[src/logic/fbc_defs.svh]
// opcode map, memory layout and timer constants of the controller core
`ifndef FBC_DEFS_SVH
`define FBC_DEFS_SVH
// ==========================================
// single-byte opcodes
`define FBC_NOP_OP 8'h00
`define FBC_ROTATE_RIGHT_OP 8'h01
`define FBC_MEMORY_INCREMENT_OP 8'h02
`define FBC_MEMORY_DECREMENT_OP 8'h03
`define FBC_ADD_CARRY_SKIP_OP 8'h04
`define FBC_ADD_CARRY_OP 8'h05
`define FBC_DECIMAL_FIX_ADD_OP 8'h06
`define FBC_DECIMAL_FIX_SUB_OP 8'h07
`define FBC_SWAP_AND_STEP_UP_OP 8'h08
`define FBC_SWAP_AND_STEP_DOWN_OP 8'h09
`define FBC_LOAD_OP 8'h0a
`define FBC_STORE_OP 8'h0b
`define FBC_CLEAR_ACC_OP 8'h0c
`define FBC_TIMEOUT_TEST_OP 8'h0d
`define FBC_INTERRUPT_TEST_OP 8'h0e
`define FBC_PORT_OUT_OP 8'h0f
`define FBC_PORT_IN_OP 8'h10
`define FBC_PORT_E_OUT_OP 8'h11
`define FBC_PORT_A_IN_OP 8'h12
`define FBC_ALLOW_INT_OP 8'h13
`define FBC_BLOCK_INT_OP 8'h14
`define FBC_RETURN_OP 8'h15
`define FBC_ACC_TO_COL_OP 8'h16
`define FBC_COL_TO_ACC_OP 8'h17
`define FBC_SWAP_ROW_X_OP 8'h18
`define FBC_SWAP_COL_Y_OP 8'h19
`define FBC_ROW_TO_X_OP 8'h1a
`define FBC_COL_TO_Y_OP 8'h1b
`define FBC_SWAP_ACC_Z_OP 8'h1c
`define FBC_SWAP_ACC_W_OP 8'h1d
`define FBC_ACC_TO_Z_OP 8'h1e
`define FBC_ACC_TO_W_OP 8'h1f
`define FBC_SWAP_ROW_R_OP 8'h20
`define FBC_SWAP_COL_S_OP 8'h21
// ==========================================
// opcodes with a 2-bit or 4-bit field in the low bits
`define FBC_LOAD_AND_MODIFY_OP 8'b0011_00??
`define FBC_FLAG_TRUE_TEST_OP 8'b0011_01??
`define FBC_FLAG_FALSE_TEST_OP 8'b0011_10??
`define FBC_FLAG_SET_OP 8'b0011_11??
`define FBC_FLAG_CLEAR_OP 8'b0100_00??
`define FBC_PORT_BIT_SET_OP 8'b0100_01??
`define FBC_PORT_BIT_CLEAR_OP 8'b0100_10??
`define FBC_PORT_BIT_TEST_OP 8'b0100_11??
`define FBC_LOAD_COL_OP 8'b0101_????
// ==========================================
// two-byte opcodes
`define FBC_TIMER_LOAD_OP 8'h60
`define FBC_DUAL_PORT_IMMEDIATE_OUT_OP 8'h61
`define FBC_LOAD_POINTER_OP 8'h62
`define FBC_JUMP_OP 8'b0111_0???
`define FBC_CALL_OP 8'b0111_1???
// ==========================================
// data memory layout: 6 rows of 16 columns
`define FBC_RAM_WORDS 96
`define FBC_RAM_ROWS 3'd6
`define FBC_FLAG_ADDR 7'h5f
`define FBC_REG_X 7'h59
`define FBC_REG_Y 7'h5a
`define FBC_REG_Z 7'h5b
`define FBC_REG_W 7'h5c
`define FBC_REG_R 7'h5d
`define FBC_REG_S 7'h5e
// ==========================================
// port codes held in the column bits
`define FBC_PORT_A 4'h0
`define FBC_PORT_B 4'h1
`define FBC_PORT_C 4'h2
`define FBC_PORT_D 4'h3
`define FBC_PORT_E 4'h4
`define FBC_PORT_F 4'h5
`define FBC_PORT_G 4'h6
`define FBC_PORT_H 4'h7
`define FBC_PORT_I 4'h8
// ==========================================
// control flow and timer
`define FBC_RESET_PC 11'h000
`define FBC_INT_VEC 11'h010
`define FBC_PRE_SEED 6'h3f
`define FBC_PRE_TICK 6'h20
`define FBC_TM_LAST 6'h3f
`endif

[src/logic/fbc_pkg.sv]
// shared types of the controller core
package fbc_pkg;
  // gray-coded sequencer: first byte, then immediate byte
  typedef enum logic [1:0] {
    fbc_exec = 2'b00,
    fbc_imm = 2'b01
  } fbc_state_type;
endpackage

[src/logic/fbc_core.sv]
// execution core of the 4-bit controller: memory, alu, timer, ports
// Function
// - data memory is six rows of sixteen nibbles, row and column pointer
// - results go to the 4-bit accumulator; one carry flop records carry
// - one memory nibble is a flag word, bits set, cleared, tested
// - six memory nibbles are working registers, addressed without the pointer
// - timer is 6-bit polynomial prescaler driving 6-bit binary counter
// - timer load clears timeout flag, loads counter; test op skips
// - timer counts after load ends; six bits select 64 intervals
// - nine ports A to I, 35 lines, port I three bits
// - A,B inputs; C,D bidirectional; E to I outputs
// - generic port ops use port code in pointer column bits
// - port bit set, clear, test-skip, nibble in/out, 8-bit C,D out
// - memory increment adds one, skips when result wraps to zero
// - interrupt test skips on request flag and clears it
// - rotate right through carry: bit 0 to carry, carry to bit 3
// - add with carry into accumulator and carry, skip variant on carry
// - swap with memory then step column, skip on wrap to 0 or F
// - load memory to accumulator, row xor two-bit immediate
// - decimal fix adds 6 after addition, 10 after subtraction
// - flag test skips on selected bit one, or zero for twin
// - pc is 3-bit field above 8-bit up-counter
// - three-deep return stack saves pc on call and interrupt
`timescale 1ns/1ps
`include "fbc_defs.svh"
module fbc_core (
  input logic clk,
  input logic rst_n,
  output logic [10:0] rom_addr,
  input logic [7:0] rom_data,
  input logic int_req,
  input logic [3:0] port_a,
  input logic [3:0] port_b,
  input logic [3:0] port_c_in,
  output logic [3:0] port_c_out,
  output logic port_c_oe_n,
  input logic [3:0] port_d_in,
  output logic [3:0] port_d_out,
  output logic port_d_oe_n,
  output logic [3:0] port_e,
  output logic [3:0] port_f,
  output logic [3:0] port_g,
  output logic [3:0] port_h,
  output logic [2:0] port_i,
  output logic timeout_flag,
  output logic interrupt_allow_flag
);
  import fbc_pkg::*;

  // ==========================================
  // state
  fbc_state_type st_q, st_d;
  logic [10:0] pc_q, pc_d, push_val;
  logic [10:0] stk_q [0:2];
  logic [7:0] op_q;
  logic drop_q, drop_d, skip_q, skip_d;
  logic [3:0] acc_q, acc_d;
  logic c_q, c_d;
  logic [2:0] row_q, row_d;
  logic [3:0] col_q, col_d;
  logic [3:0] ram_q [0:`FBC_RAM_WORDS-1];
  logic ram_we;
  logic [6:0] ram_wa;
  logic [3:0] ram_wd, mem_rd, flag_word;
  logic [3:0] pout_q [0:8];
  logic [1:0] cd_drv_q;
  logic pwe, ocd_we;
  logic [3:0] pwd;
  logic [5:0] pre_q, tm_cnt_q;
  logic tm_flag_q, tm_load, tm_set;
  logic int_flag_q, int_req_q, int_rise, int_clr, allow_q, allow_d;
  logic push, pop, run, take_int, flag_bit;
  logic [4:0] add_sum;

  // ==========================================
  // helpers
  function automatic logic two_byte(input logic [7:0] op);
    casez (op)
      `FBC_TIMER_LOAD_OP, `FBC_DUAL_PORT_IMMEDIATE_OUT_OP,
      `FBC_LOAD_POINTER_OP, `FBC_JUMP_OP, `FBC_CALL_OP: return 1'b1;
      default: return 1'b0;
    endcase
  endfunction

  function automatic logic [3:0] bit_mask(input logic [1:0] b);
    return 4'h1 << b;
  endfunction

  // inputs read the pins, outputs read back their latch
  function automatic logic [3:0] port_read(input logic [3:0] code);
    case (code)
      `FBC_PORT_A: return port_a;
      `FBC_PORT_B: return port_b;
      `FBC_PORT_C: return port_c_in;
      `FBC_PORT_D: return port_d_in;
      default: return (code <= `FBC_PORT_I) ? pout_q[code] : 4'h0;
    endcase
  endfunction

  // rows 6 and 7 do not exist: read zero, writes dropped
  assign mem_rd = (row_q < `FBC_RAM_ROWS) ? ram_q[{row_q, col_q}] : 4'h0;
  assign flag_word = ram_q[`FBC_FLAG_ADDR];
  assign flag_bit = flag_word[rom_data[1:0]];
  assign add_sum = {1'b0, acc_q} + {1'b0, mem_rd} + {4'h0, c_q};
  assign int_rise = int_req & ~int_req_q;
  assign take_int = (st_q == fbc_exec) && !skip_q && allow_q && int_flag_q;
  assign run = (st_q == fbc_exec) && !skip_q && !take_int;
  assign rom_addr = pc_q;

  // ==========================================
  // instruction decode
  always_comb begin
    st_d = fbc_exec;
    pc_d = {pc_q[10:8], pc_q[7:0] + 8'h01};
    push_val = pc_d;
    acc_d = acc_q;
    c_d = c_q;
    row_d = row_q;
    col_d = col_q;
    skip_d = 1'b0;
    drop_d = 1'b0;
    ram_we = 1'b0;
    ram_wa = {row_q, col_q};
    ram_wd = acc_q;
    pwe = 1'b0;
    pwd = acc_q;
    ocd_we = 1'b0;
    push = 1'b0;
    pop = 1'b0;
    tm_load = 1'b0;
    int_clr = 1'b0;
    allow_d = allow_q;
    if (st_q == fbc_imm) begin
      if (!drop_q) begin
        casez (op_q)
          `FBC_TIMER_LOAD_OP: tm_load = 1'b1;
          `FBC_DUAL_PORT_IMMEDIATE_OUT_OP: ocd_we = 1'b1;
          `FBC_LOAD_POINTER_OP: begin
            row_d = rom_data[6:4];
            col_d = rom_data[3:0];
          end
          `FBC_JUMP_OP: pc_d = {op_q[2:0], rom_data};
          `FBC_CALL_OP: begin
            push = 1'b1;
            pc_d = {op_q[2:0], rom_data};
          end
          default: ;
        endcase
      end
    end else if (take_int) begin
      // the fetched byte is abandoned and re-run after return
      push = 1'b1;
      push_val = pc_q;
      pc_d = `FBC_INT_VEC;
      int_clr = 1'b1;
      allow_d = 1'b0;
    end else if (skip_q) begin
      // a skipped two-byte op takes its immediate byte with it
      if (two_byte(rom_data)) begin
        st_d = fbc_imm;
        drop_d = 1'b1;
      end
    end else begin
      if (two_byte(rom_data)) begin
        st_d = fbc_imm;
      end
      casez (rom_data)
        `FBC_ROTATE_RIGHT_OP: begin
          acc_d = {c_q, acc_q[3:1]};
          c_d = acc_q[0];
        end
        `FBC_MEMORY_INCREMENT_OP: begin
          ram_we = 1'b1;
          ram_wd = mem_rd + 4'h1;
          skip_d = (mem_rd == 4'hf);
        end
        `FBC_MEMORY_DECREMENT_OP: begin
          ram_we = 1'b1;
          ram_wd = mem_rd - 4'h1;
          skip_d = (mem_rd == 4'h0);
        end
        `FBC_ADD_CARRY_SKIP_OP, `FBC_ADD_CARRY_OP: begin
          acc_d = add_sum[3:0];
          c_d = add_sum[4];
          skip_d = add_sum[4] && (rom_data == `FBC_ADD_CARRY_SKIP_OP);
        end
        `FBC_DECIMAL_FIX_ADD_OP: acc_d = acc_q + 4'h6;
        `FBC_DECIMAL_FIX_SUB_OP: acc_d = acc_q + 4'ha;
        `FBC_SWAP_AND_STEP_UP_OP, `FBC_SWAP_AND_STEP_DOWN_OP: begin
          acc_d = mem_rd;
          ram_we = 1'b1;
          if (rom_data == `FBC_SWAP_AND_STEP_UP_OP) begin
            col_d = col_q + 4'h1;
            skip_d = (col_q == 4'hf);
          end else begin
            col_d = col_q - 4'h1;
            skip_d = (col_q == 4'h0);
          end
        end
        `FBC_LOAD_OP: acc_d = mem_rd;
        `FBC_STORE_OP: ram_we = 1'b1;
        `FBC_CLEAR_ACC_OP: acc_d = 4'h0;
        `FBC_TIMEOUT_TEST_OP: skip_d = tm_flag_q;
        `FBC_INTERRUPT_TEST_OP: begin
          skip_d = int_flag_q;
          int_clr = 1'b1;
        end
        `FBC_PORT_OUT_OP: pwe = 1'b1;
        `FBC_PORT_IN_OP: acc_d = port_read(col_q);
        `FBC_PORT_A_IN_OP: acc_d = port_a;
        `FBC_ALLOW_INT_OP: allow_d = 1'b1;
        `FBC_BLOCK_INT_OP: allow_d = 1'b0;
        `FBC_RETURN_OP: begin
          pc_d = stk_q[0];
          pop = 1'b1;
        end
        `FBC_ACC_TO_COL_OP: col_d = acc_q;
        `FBC_COL_TO_ACC_OP: acc_d = col_q;
        // working registers are addressed without the pointer; row and column swaps reload it
        `FBC_SWAP_ROW_X_OP, `FBC_SWAP_ROW_R_OP, `FBC_ROW_TO_X_OP: begin
          ram_wa = (rom_data == `FBC_SWAP_ROW_R_OP) ? `FBC_REG_R
                                                    : `FBC_REG_X;
          ram_we = 1'b1;
          ram_wd = {1'b0, row_q};
          if (rom_data != `FBC_ROW_TO_X_OP) begin
            row_d = ram_q[ram_wa][2:0];
          end
        end
        `FBC_SWAP_COL_Y_OP, `FBC_SWAP_COL_S_OP, `FBC_COL_TO_Y_OP: begin
          ram_wa = (rom_data == `FBC_SWAP_COL_S_OP) ? `FBC_REG_S
                                                    : `FBC_REG_Y;
          ram_we = 1'b1;
          ram_wd = col_q;
          if (rom_data != `FBC_COL_TO_Y_OP) begin
            col_d = ram_q[ram_wa];
          end
        end
        `FBC_SWAP_ACC_Z_OP, `FBC_SWAP_ACC_W_OP, `FBC_ACC_TO_Z_OP,
        `FBC_ACC_TO_W_OP: begin
          ram_wa = rom_data[0] ? `FBC_REG_W : `FBC_REG_Z;
          ram_we = 1'b1;
          if (!rom_data[1]) begin
            acc_d = ram_q[ram_wa];
          end
        end
        `FBC_LOAD_AND_MODIFY_OP: begin
          acc_d = mem_rd;
          row_d = row_q ^ {1'b0, rom_data[1:0]};
        end
        `FBC_FLAG_TRUE_TEST_OP: skip_d = flag_bit;
        `FBC_FLAG_FALSE_TEST_OP: skip_d = !flag_bit;
        `FBC_FLAG_SET_OP, `FBC_FLAG_CLEAR_OP: begin
          ram_wa = `FBC_FLAG_ADDR;
          ram_we = 1'b1;
          ram_wd = rom_data[6] ? (flag_word & ~bit_mask(rom_data[1:0]))
                               : (flag_word | bit_mask(rom_data[1:0]));
        end
        `FBC_PORT_BIT_SET_OP: begin
          pwe = 1'b1;
          pwd = port_read(col_q) | bit_mask(rom_data[1:0]);
        end
        `FBC_PORT_BIT_CLEAR_OP: begin
          pwe = 1'b1;
          pwd = port_read(col_q) & ~bit_mask(rom_data[1:0]);
        end
        `FBC_PORT_BIT_TEST_OP: begin
          skip_d = |(port_read(col_q) & bit_mask(rom_data[1:0]));
        end
        `FBC_LOAD_COL_OP: begin
          row_d = 3'h0;
          col_d = rom_data[3:0];
        end
        default: ;
      endcase
    end
  end

  // ==========================================
  // sequencer, pc and return stack
  always_ff @(posedge clk or negedge rst_n) begin
    if (!rst_n) begin
      st_q <= fbc_exec;
      pc_q <= `FBC_RESET_PC;
      op_q <= 8'h00;
      drop_q <= 1'b0;
      skip_q <= 1'b0;
    end else begin
      st_q <= st_d;
      pc_q <= pc_d;
      op_q <= rom_data;
      drop_q <= drop_d;
      skip_q <= skip_d;
    end
  end

  // a fourth nested call pushes the oldest return address out
  always_ff @(posedge clk or negedge rst_n) begin
    if (!rst_n) begin
      for (int i = 0; i < 3; i++) begin
        stk_q[i] <= `FBC_RESET_PC;
      end
    end else if (push) begin
      stk_q[0] <= push_val;
      stk_q[1] <= stk_q[0];
      stk_q[2] <= stk_q[1];
    end else if (pop) begin
      stk_q[0] <= stk_q[1];
      stk_q[1] <= stk_q[2];
    end
  end

  // accumulator, carry and data pointer
  always_ff @(posedge clk or negedge rst_n) begin
    if (!rst_n) begin
      acc_q <= 4'h0;
      c_q <= 1'b0;
      row_q <= 3'h0;
      col_q <= 4'h0;
    end else begin
      acc_q <= acc_d;
      c_q <= c_d;
      row_q <= row_d;
      col_q <= col_d;
    end
  end

  // data memory has no reset; software initialises it
  always_ff @(posedge clk) begin
    if (ram_we && (ram_wa[6:4] < `FBC_RAM_ROWS)) begin
      ram_q[ram_wa] <= ram_wd;
    end
  end

  // ==========================================
  // ports: C and D stay released until first written
  always_ff @(posedge clk or negedge rst_n) begin
    if (!rst_n) begin
      for (int i = 0; i < 9; i++) begin
        pout_q[i] <= 4'h0;
      end
      cd_drv_q <= 2'b00;
    end else if (ocd_we) begin
      pout_q[`FBC_PORT_C] <= rom_data[3:0];
      pout_q[`FBC_PORT_D] <= rom_data[7:4];
      cd_drv_q <= 2'b11;
    end else if (pwe && (col_q >= `FBC_PORT_C) && (col_q <= `FBC_PORT_I)) begin
      pout_q[col_q] <= (col_q == `FBC_PORT_I) ? {1'b0, pwd[2:0]} : pwd;
      if (col_q == `FBC_PORT_C) begin
        cd_drv_q[0] <= 1'b1;
      end
      if (col_q == `FBC_PORT_D) begin
        cd_drv_q[1] <= 1'b1;
      end
    end else if (run && (rom_data == `FBC_PORT_E_OUT_OP)) begin
      pout_q[`FBC_PORT_E] <= acc_q;
    end
  end

  assign port_c_out = pout_q[`FBC_PORT_C];
  assign port_d_out = pout_q[`FBC_PORT_D];
  assign port_c_oe_n = ~cd_drv_q[0];
  assign port_d_oe_n = ~cd_drv_q[1];
  assign port_e = pout_q[`FBC_PORT_E];
  assign port_f = pout_q[`FBC_PORT_F];
  assign port_g = pout_q[`FBC_PORT_G];
  assign port_h = pout_q[`FBC_PORT_H];
  assign port_i = pout_q[`FBC_PORT_I][2:0];

  // ==========================================
  // interval timer: lfsr prescaler of period 63, then binary count
  assign tm_set = (pre_q == `FBC_PRE_TICK) && (tm_cnt_q == `FBC_TM_LAST);
  always_ff @(posedge clk or negedge rst_n) begin
    if (!rst_n) begin
      pre_q <= `FBC_PRE_SEED;
      tm_cnt_q <= 6'h00;
    end else if (tm_load) begin
      pre_q <= `FBC_PRE_SEED;
      tm_cnt_q <= rom_data[5:0];
    end else begin
      pre_q <= {pre_q[4:0], pre_q[5] ^ pre_q[4]};
      if (pre_q == `FBC_PRE_TICK) begin
        tm_cnt_q <= tm_cnt_q + 6'h01;
      end
    end
  end

  // a timeout in the load cycle still wins over the clear
  always_ff @(posedge clk or negedge rst_n) begin
    if (!rst_n) begin
      tm_flag_q <= 1'b0;
    end else if (tm_set) begin
      tm_flag_q <= 1'b1;
    end else if (tm_load) begin
      tm_flag_q <= 1'b0;
    end
  end
  assign timeout_flag = tm_flag_q;

  // interrupt request: rising edge sets, test or acknowledge clears
  always_ff @(posedge clk or negedge rst_n) begin
    if (!rst_n) begin
      int_req_q <= 1'b0;
      int_flag_q <= 1'b0;
      allow_q <= 1'b0;
    end else begin
      int_req_q <= int_req;
      allow_q <= allow_d;
      if (int_rise) begin
        int_flag_q <= 1'b1;
      end else if (int_clr) begin
        int_flag_q <= 1'b0;
      end
    end
  end
  assign interrupt_allow_flag = allow_q;

  // ==========================================
  // checks
  logic [3:0] prev_acc_q, prev_col_q;
  logic [7:0] prev_imm_q;
  logic prev_c_q;
  always_ff @(posedge clk or negedge rst_n) begin
    if (!rst_n) begin
      prev_acc_q <= 4'h0;
      prev_col_q <= 4'h0;
      prev_imm_q <= 8'h00;
      prev_c_q <= 1'b0;
    end else begin
      prev_acc_q <= acc_q;
      prev_col_q <= col_q;
      prev_imm_q <= rom_data;
      prev_c_q <= c_q;
    end
  end
endmodule // fbc_core

[config.mk]
export PLATFORM = sky130hd
export DESIGN_NAME = fbc_core
export DESIGN_NICKNAME = d
export VERILOG_FILES = /design/src/logic/fbc_pkg.sv /design/src/logic/fbc_core.sv
export VERILOG_INCLUDE_DIRS = /design/src /design/src/logic
export SDC_FILE = /design/constraint.sdc
export NUM_CORES = 1
export LEC_CHECK = 0
export BUFFER_PORTS_ARGS = -buffer_cell sky130_fd_sc_hd__buf_2
export CORE_MARGIN = 4
export CORE_UTILIZATION = 25
export CTS_BUF_LIST = sky130_fd_sc_hd__clkbuf_8
export DETAILED_ROUTE_END_ITERATION = 10
export REMOVE_ABC_BUFFERS = 1
export SYNTH_ARGS = -nofsm -noshare
export SYNTH_HDL_FRONTEND = slang
export SYNTH_SLANG_ARGS = --single-unit
[constraint.sdc]
create_clock -name clk -period 7.7 [get_ports clk]
set_clock_uncertainty 0.15 [all_clocks]
set_input_delay 0.77 -clock clk [delete_from_list [all_inputs] [get_ports clk]]
set_output_delay 0.77 -clock clk [all_outputs]
set_load 0.01 [all_outputs]
==> results of run 1 <==
kinds of logic (layout without fill, tap and decap cells):
family	Yosys count	after routing	share of synthesized area
flops	505	505	0.6303
simple gates	495	495	0.09642
compound gates	295	295	0.08549
mux	182	182	0.1340
buf+inv	147	279	0.03541
xor+xnor	20	20	0.008175
fa+ha+maj	17	17	0.01018
report_power, final:
group / total, mW / switching, mW / internal, mW
combinational: 2.88 / 1.75 / 1.14
sequential: 3.82 / 0.403 / 3.42
clock: 2.31 / 1.10 / 1.21
total: 9.02 / 3.25 / 5.77
area by class of cell:
class                      instances  area share
clock buffer                      99     0.05203
clock inverter                    55     0.01118
inverter                          26    0.003727
multi-input combinational       1009      0.2968
sequential                       505      0.5566
tap                             1186     0.05667
timing repair buffer              99     0.02303
metrics by stage:
| stage | power, mW | setup slack, ps |
|---|---|---|
| floorplan | 5.709 | -2877 |
| global placement | 6.656 | 1863 |
| detailed placement | 6.748 | 1742 |
| CTS | 9.074 | 1703 |
| global route | 9.442 | 1396 |
| finish | 9.018 | 1726 |
metal layers:
layer / wire (µm) / share of wire / vias to the layer above
met5: 0 / 0 / -
met4: 1925 / 0.030 / 0
met3: 4081 / 0.063 / 134
met2: 31490 / 0.49 / 632
met1: 26810 / 0.42 / 7710
li1: - / - / 6522
cell usage after synthesis, drive strengths merged (14+ instances only):
cell	number	share of area
a21oi	61	0.013
a22oi	31	0.010
a31oi	17	0.0053
buf	65	0.022
clkbuf	56	0.0093
dfrtp	115	0.12
edfxtp	384	0.50
ha	14	0.0076
inv	24	0.0039
mux2	25	0.012
mux2i	65	0.028
mux4	92	0.094
nand2	167	0.027
nand3	42	0.0091
nor2	176	0.029
nor2b	15	0.0041
o21ai	70	0.015
o221ai	14	0.0053
o22ai	23	0.0062
registers in the layout, indices dropped and copies added, names as in the netlist, 6 cells and up:
signal,flops
ram_q,384
stk_q,33
rom_addr,11
pout_q,9
op_q,8
pre_q,6
tm_cnt_q,6
worst reg2reg max path, delay by kind of cell, from the launching register on:
family                     cells  cell delay [ps]
AOI/OAI and AO/OA              4             1010
xor gates and xnor gates       1              270
adders and majority gates      1              250
buffers and inverters          2              990
DFF                            1             1000
muxes                          2             1330
and+or+nand+nor                2              760
how the worst max path moves through the flow:
stage	startpoint	end	slack, ps
6_report	col_q[0]	ram_q[72][3]	1730
4_1_cts	col_q[0]	ram_q[92][3]	1700
5_1_grt	col_q[0]	ram_q[72][3]	1400
3_5_place_dp	col_q[0]	ram_q[92][3]	1740
2_1_floorplan	col_q[0]	ram_q[0][2]	-2880
3_3_place_gp	col_q[0]	ram_q[94][3]	1860
==> impl_results.md, run 1 <==
* CP Cell Sequence: buf_4 -> mux4_2 -> a221oi_1 -> nor4_1 -> or4_4 -> ha_1 -> a311o_1 -> o221ai_1 -> xnor3_1 -> o21ai_0 -> mux2_2 -> buf_4
* Ys async rst share at 0.2396
* Critical Path Stages at 12
* Fin Setup TNS at 0 ps
* Placer Congestion at 0.9132
* Worst-path clk slew at 60 ps
* Final setup fails at 0
* Post_cts resized at 0
* Share of layout cells above drive strength 1 at 0.1852
* Crit path top cell by count: buf_4
* Vert. Die Dim at 312.0 µm
* RSZ-0062 raised after global routing: false
* CTS Root Cell: clkbuf_8
* Max-slew violations at 0
* Arrival @ worst endpoint at 6280 ps
* Initial antenna violation count at 0
* Post-CTS Setup Inserts at 0
* Crit-path slowest cell: dfrtp_4
* CTS Hold Bufs at 1
* Met2 Track Usage GR at 0.2172
* Die area at 97370 µm²
* Final number of hold-violating endpoints at 0
* Fin cells at 2979
* Register cell area after layout at 14580 µm²
* Yosys cell types at 82
* Die width at 312.0 µm
* CP peak stage delay at 1000 ps
* Commonest non-fill, non-tap cell in the layout: edfxtp_1
* Max-cap violation count at 0
* Startpoint Class: register
* Number of diodes at 0
* Area delta synth->final at 13.31%
* Post-synth top flop: edfxtp_1
* Post-route ant nets at 0
* Largest net degree at the start of global routing at 97
* Detailed Routing Iterations Pass 1 at 6
* Nets at 1770
* Crit path kind: register to register
* Top Family by Delay on Critical Path: multiplexers
* Worst Hold Class: input pin to register
* Core area at 91660 µm²
* Initial Util at 0.2521
* Fin area at 26190 µm²
* First-pass GRT wire length at 97.42 mm
* Pwr per Cell Area at 344.4 nW/µm²
* Hold_sp: int_req
* Row count at 111
* Detailed-route via count at 15000
* Vias/cell at 5.035
* PortBufs at 68
* Placement Cell Area at 24520 µm²
* # H-tree levels at 3
* Sequential-to-total area share from yosys stat at 0.6303
* Top Ports at 69
* Worst-margin pin slew at 1113 ps
* Final critical-path share of the clock period at 0.7759
* Mapped Area at 23110 µm²
* CTS Buf Count at 85
* Met1 usage at 0.1635
* Most frequent cells in the layout: edfxtp_1 (384), nor2_1 (175), nand2_1 (167)
* FMAX at 0.1674 GHz
* Clk Latency, worst-skew pair at 680 ps
* EDFF count, synth at 384
* # DRC at 0
* Dpl cells at 2824
* Vias in the first global route at 15430
* Worst r2r src: col_q[0]
* Leak Pwr at 9.322 nW
* Max-slew headroom at 0.2478
* Hold Crit Depth at 1
* Flops & latches, synth at 505
* Post-Synthesis Mean Instance Area at 13.91 µm²
* Worst IR Drop VDD at 0.1754 mV
* CP required at 8010 ps
* CP endpoint kind: register
* Reg-to-reg slack, setup at 1730 ps
* Worst hold slack at 80.33 ps
* WP buf/inv at 2
* Status: complete, no violations
* Met3 Usage GRT at 0.02540
* Register-to-Register Path Depth at 12
* WL per Instance at 21.59 µm
* Gr busiest metal: met2
* Filler Cells Inserted at 9211
* Final wirelength at 64.30 mm
* Area taken by multi-input logic gates at 7771 µm²
* Total GRT Usage at 0.1285
* Placed wire-length estimate at 42.09 mm
* Hold EP: int_req_q
* GRT overflow at 0
* Deepest clock path buffer count at 3
* Post-layout util at 0.2857
* CTS tree: yes
* Starting DRC count in detailed routing at 1402
* CP Max Fanout at 50
* Critical R2R Capture: ram_q[72][3]
* Minimum clock period at 5974 ps
* CTS sink cnt at 505
* Synthesized instance count at 1661
* Ys Warns at 0
No activity file was read; power rests on OpenSTA's default activity.
==> inputs of run 2 (changes only) <==
==> constraint.sdc (replaced) <==
create_clock -name clk -period 6.1 [get_ports clk]
set_clock_uncertainty 0.15 [all_clocks]
set_input_delay 0.61 -clock clk [delete_from_list [all_inputs] [get_ports clk]]
set_output_delay 0.61 -clock clk [all_outputs]
set_load 0.01 [all_outputs]
==> run 2 against run 1 <==
Count of clock-buffer cells in the layout is 10 lower; utilization is 0.19 points higher; first-iteration DRC count is 25% higher; hold slack better by 1.2 ps; die area stayed put; sequential power is 25% higher; final cell count is 0.40% higher; via count is 1.4% higher; maximum frequency is 11% higher; critical path depth is 2 higher; setup slack worse by 1000 ps; wire length is 1.1% higher; largest cell class unchanged; highest routed layer unchanged.
==> impl_results.md, run 2 (synthesis results as in run 1) <==
* Detailed Routing Iterations Pass 1 at 6
* FMAX at 0.1857 GHz
* Die width at 312.0 µm
* Final setup margin at 715.4 ps
* Share of layout cells above drive strength 1 at 0.1906
* Arrival @ worst endpoint at 5710 ps
* Initial antenna violation count at 0
* Clk Latency, worst-skew pair at 700 ps
* Post-layout util at 0.2876
* Core area at 91660 µm²
* Top Ports at 69
* Pwr Total at 11.55 mW
* Die area at 97370 µm²
* Startpoint Class: register
* CP endpoint kind: register
* Post-route ant nets at 0
* Placed wire-length estimate at 43.28 mm
* Area delta synth->final at 14.07%
* Status: complete, no violations
* Number of diodes at 0
* Deepest clock path buffer count at 3
* Total GRT Usage at 0.1311
* Filler Cells Inserted at 9190
* Pwr per Cell Area at 438.3 nW/µm²
* CP required at 6430 ps
* Commonest non-fill, non-tap cell in the layout: edfxtp_1
* Leak Pwr at 9.372 nW
* CTS tree: yes
* Worst-path clk slew at 70 ps
* PortBufs at 68
* GRT overflow at 0
* CTS Buf Count at 85
* CP Max Fanout at 31
* Most frequent cells in the layout: edfxtp_1 (384), nor2_1 (175), nand2_1 (167)
* Worst r2r src: col_q[0]
* Final number of hold-violating endpoints at 0
* Register cell area after layout at 14580 µm²
* Area taken by multi-input logic gates at 7771 µm²
* # DRC at 0
* Initial Util at 0.2521
* Final setup fails at 0
* Detailed-route via count at 15210
* Vias/cell at 5.085
* CTS sink cnt at 505
* Hold_sp: rom_data[7]
* Worst-margin pin slew at 1067 ps
* CTS Root Cell: clkbuf_8
* Largest register FFs at 384
* Max-cap violation count at 0
* Worst hold slack at 81.56 ps
* Final wirelength at 64.98 mm
* # H-tree levels at 3
* Nets at 1787
* Row count at 111
* First-pass GRT wire length at 98.81 mm
* CP Launch Point: col_q[0]
* Max-slew violations at 0
* Final critical-path share of the clock period at 0.8827
* Worst IR Drop VDD at 0.2567 mV
* Placer Congestion at 0.9071
* RSZ-0062 raised after global routing: false
* Starting DRC count in detailed routing at 1752
* Post-CTS Setup Inserts at 0
* Place WS at 766.8 ps
* Largest net degree at the start of global routing at 97
* Minimum clock period at 5385 ps
* Vert. Die Dim at 312.0 µm
* Worst Hold Class: input pin to register
* Crit path kind: register to register
* Vias in the first global route at 15540
* WL per Instance at 21.73 µm
* Max-slew headroom at 0.2866
* Reg with most FFs: ram_q
* Fin Setup TNS at 0 ps
run 2: critical path: stages, from the launching register on:
cell and delay (ps):
dfrtp_4 850, buf_12 280, mux4_1 560, mux2_2 310, nand2_1 80, a2111oi_0 180, buf_4 200, or4_4 530
ha_1 250, a311o_1 320, o221ai_1 170, xnor3_1 250, o21ai_0 150, mux2_2 520, buf_4 350
run 2: path summary, 6_finish.rpt:
| check | endpoint | slack (ps) | depth (start not counted) |
|---|---|---|---|
| setup reg to reg | ram_q[22][3] | 720 | 14 |
| hold / removal | op_q[7] | 80 | 1 |
| setup / recovery | ram_q[22][3] | 720 | 14 |
| hold reg to reg | int_flag_q | 300 | 1 |
| min in group asynchronous | stk_q[7] | 390 | 2 |
| max in group asynchronous | port_h[2] | 4010 | 3 |
run 2: per-layer routing:
layer / share of wire / track usage / wire (µm) / vias up
met3: 0.077 / 0.02984 / 5015 / 144
met5: 0 / 0 / 0 / -
met1: 0.42 / 0.1744 / 27000 / 7757
met4: 0.036 / 0.04832 / 2310 / 0
met2: 0.47 / 0.2097 / 30660 / 740
li1: - / - / - / 6568
run 2: final cells by class:
class	count	area share
Clock buffer	89	0.04646
Clock inverter	60	0.01523
Inverter	26	0.003702
Multi-Input combinational cell	1009	0.2948
Sequential cell	505	0.5529
Tap cell	1186	0.05629
Timing Repair Buffer	116	0.03066
run 2: where the power goes:
group / switching, mW / internal, mW
Combinational: 2.32 / 1.54
Clock: 1.39 / 1.54
Sequential: 0.455 / 4.31
Total: 4.17 / 7.39
run 2: metrics by stage:
stage | instances | area [µm²]
6_report | 2991 | 26360
5_1_grt | 2991 | 26360
4_1_cts | 2991 | 26360
3_5_place_dp | 2840 | 24720
3_3_place_gp | 2840 | 24720
2_1_floorplan | 1540 | 22390
run 2: timing repair:
item                                    4_1_cts  5_1_grt
resized for setup                             0        0
hold buffers                                  2        0
hold endpoints to repair                     51        0
endpoints found under the setup margin        0        0
==> inputs of run 3 (changes only) <==
--- a/config.mk
+++ b/config.mk
@@ -7,11 +7,15 @@
 export NUM_CORES = 1
 export LEC_CHECK = 0
 export BUFFER_PORTS_ARGS = -buffer_cell sky130_fd_sc_hd__buf_2
+export CELL_PAD_IN_SITES_DETAIL_PLACEMENT = 0
+export CELL_PAD_IN_SITES_GLOBAL_PLACEMENT = 1
 export CORE_MARGIN = 4
 export CORE_UTILIZATION = 25
 export CTS_BUF_LIST = sky130_fd_sc_hd__clkbuf_8
 export DETAILED_ROUTE_END_ITERATION = 10
+export PLACE_DENSITY_LB_ADDON = 0.1
 export REMOVE_ABC_BUFFERS = 1
 export SYNTH_ARGS = -nofsm -noshare
 export SYNTH_HDL_FRONTEND = slang
 export SYNTH_SLANG_ARGS = --single-unit
+export TNS_END_PERCENT = 50
==> run 3 against run 2 <==
Design area increased by 2.3%; first-iteration DRC count decreased by 32%; critical path depth decreased by 3; combinational power increased by 5.2%; global-route usage increased by 2.6 points; final cell count increased by 1.9%; total power increased by 6.3%; count of clock-buffer cells in the layout increased by 14; sequential power decreased by 0.8%.
==> impl_results.md, run 3 (synthesis results as in run 1) <==
* Hold Crit Depth at 1
* Top Ports at 69
* # DRC at 0
* CTS Hold Bufs at 5
* Row count at 111
* GRT overflow at 0
* Share of layout cells above drive strength 1 at 0.2149
* Area taken by multi-input logic gates at 7774 µm²
* Vias in the first global route at 15470
* Arrival @ worst endpoint at 5640 ps
* Clk Latency, worst-skew pair at 710 ps
* Max-slew violations at 0
* CP Cell Sequence: nand3_1 -> o22ai_1 -> o31ai_1 -> o311ai_1 -> ha_1 -> or3_1 -> o221ai_1 -> xnor3_1 -> o21ai_0 -> mux2_2 -> buf_4
* Total GRT Usage at 0.1567
* Worst-path clk slew at 60 ps
* Hold_sp: rom_data[7]
* CTS sink cnt at 505
* Minimum clock period at 5399 ps
* CTS Root Cell: clkbuf_8
* Reg with most FFs: ram_q
* Placer Congestion at 0.7788
* Critical R2R Capture: ram_q[34][3]
* FMAX at 0.1852 GHz
* Final setup margin at 701.2 ps
* Starting DRC count in detailed routing at 1195
* Worst r2r src: col_q[1]
* Register-to-Register Path Depth at 11
* Worst-margin pin slew at 1110 ps
* Max-cap violation count at 0
* CP required at 6340 ps
* Initial antenna violation count at 3
* Placement Cell Area at 24920 µm²
* CP Max Fanout at 48
* Startpoint Class: register
* Die width at 312.0 µm
* Top Family by Delay on Critical Path: compound AO/OA/AOI/OAI gates
* Most frequent cells in the layout: edfxtp_1 (384), nor2_1 (174), nand2_1 (167)
* Final wirelength at 77.24 mm
* Worst IR Drop VDD at 0.2080 mV
* Post_cts resized at 0
* Logic pwr share at 0.331
* Nets at 1830
* RSZ-0062 raised after global routing: false
* Commonest non-fill, non-tap cell in the layout: edfxtp_1
* Psw at 4.452 mW
* Register cell area after layout at 14580 µm²
* Area delta synth->final at 16.70%
* Largest register FFs at 384
* Hold EP: op_q[7]
* Vias/cell at 4.851
* Reg power frac at 0.385
* Initial Util at 0.2521
* Worst Hold Class: input pin to register
* Internal power at 7.826 mW
* WL per Instance at 25.33 µm
* Crit-path slowest cell: o311ai_1
* Die area at 97370 µm²
* Pwr per Cell Area at 455.2 nW/µm²
* CP endpoint kind: register
* PortBufs at 68
* WP buf/inv at 1
* Max-slew headroom at 0.2481
* Filler Cells Inserted at 9229
* Crit path kind: register to register
* Placed wire-length estimate at 52.48 mm
* Switching power share of the total at 0.3626
* Post-CTS Setup Inserts at 0
* Final setup fails at 0
* Core area at 91660 µm²
* Status: complete, no violations
* First-pass GRT wire length at 112.5 mm
* Detailed-route via count at 14790
* Final number of hold-violating endpoints at 0
* CP peak stage delay at 920 ps
* Largest net degree at the start of global routing at 97
* CTS tree: yes
* Fin area at 26970 µm²
* Clock power share at 0.284
* Place WS at 793.9 ps
* Reg-to-reg slack, setup at 700 ps
* Final critical-path share of the clock period at 0.8851
* Leak Pwr at 9.713 nW
* Detailed Routing Iterations Pass 1 at 6
* Vert. Die Dim at 312.0 µm
* CTS Buf Count at 94
* # H-tree levels at 3
* Post-route ant nets at 0
* Deepest clock path buffer count at 3
## run 3: final cells by class
cell class              instances  area share
diodes                          2   0.0001856
clock buffers                 103     0.05256
inverters                      26    0.003618
repair buffers                150     0.03846
multi-input cells            1009      0.2882
clock inverters                68     0.02148
flip-flops and latches        505      0.5405
well taps                    1186     0.05502
## run 3: routing by layer
metal  share of wire  wire length, µm  vias to the layer above  GRT usage
li1                -                -                     6652          -
met1            0.46            35540                     7612     0.2120
met2            0.47            35950                      400     0.2532
met3           0.045             3513                      128    0.03044
met4           0.029             2236                        0    0.05242
met5               0                0                        -          0
## run 3: worst max path at each step
stage | to | from | cells past startpoint
finish | ram_q[34][3] | col_q[1] | 11
global placement | ram_q[11][3] | col_q[1] | 11
detailed placement | ram_q[40][2] | col_q[1] | 11
CTS | ram_q[64][3] | col_q[1] | 11
global route | ram_q[64][3] | col_q[1] | 11
floorplan | ram_q[0][2] | col_q[0] | 11
## run 3: through the flow
stage	power, mW	setup TNS, ps	cells	util	hold slack [ps]
after detailed placement	8.920	0	2871	0.2719	260.3
final	12.28	0	3049	0.2942	130.5
after global placement	8.893	0	2871	0.2719	265.0
after global routing	12.96	0	3049	0.2942	58.74
after floorplan	7.206	-1673280	1540	-	164.4
after CTS	12.49	0	3047	0.2942	39.11
## run 3: power groups by stage
stage,sequential (mW),combinational (mW),clock [mW]
after floorplan,4.92,2.29,0
after global placement,4.79,4.10,0
after detailed placement,4.80,4.12,0
after CTS,4.73,4.13,3.63
after global routing,4.77,4.39,3.80
final,4.73,4.06,3.49
## run 3: worst reg2reg max path: cells and delay by family (launching register included)
family,cells,cell delay (ps)
buffers and inverters,1,430
AO/OA/AOI/OAI,5,1730
AND/OR/NAND/NOR,2,1000
flip-flops,1,890
multiplexers,1,190
XOR/XNOR,1,250
adder cells (fa/ha/maj),1,400
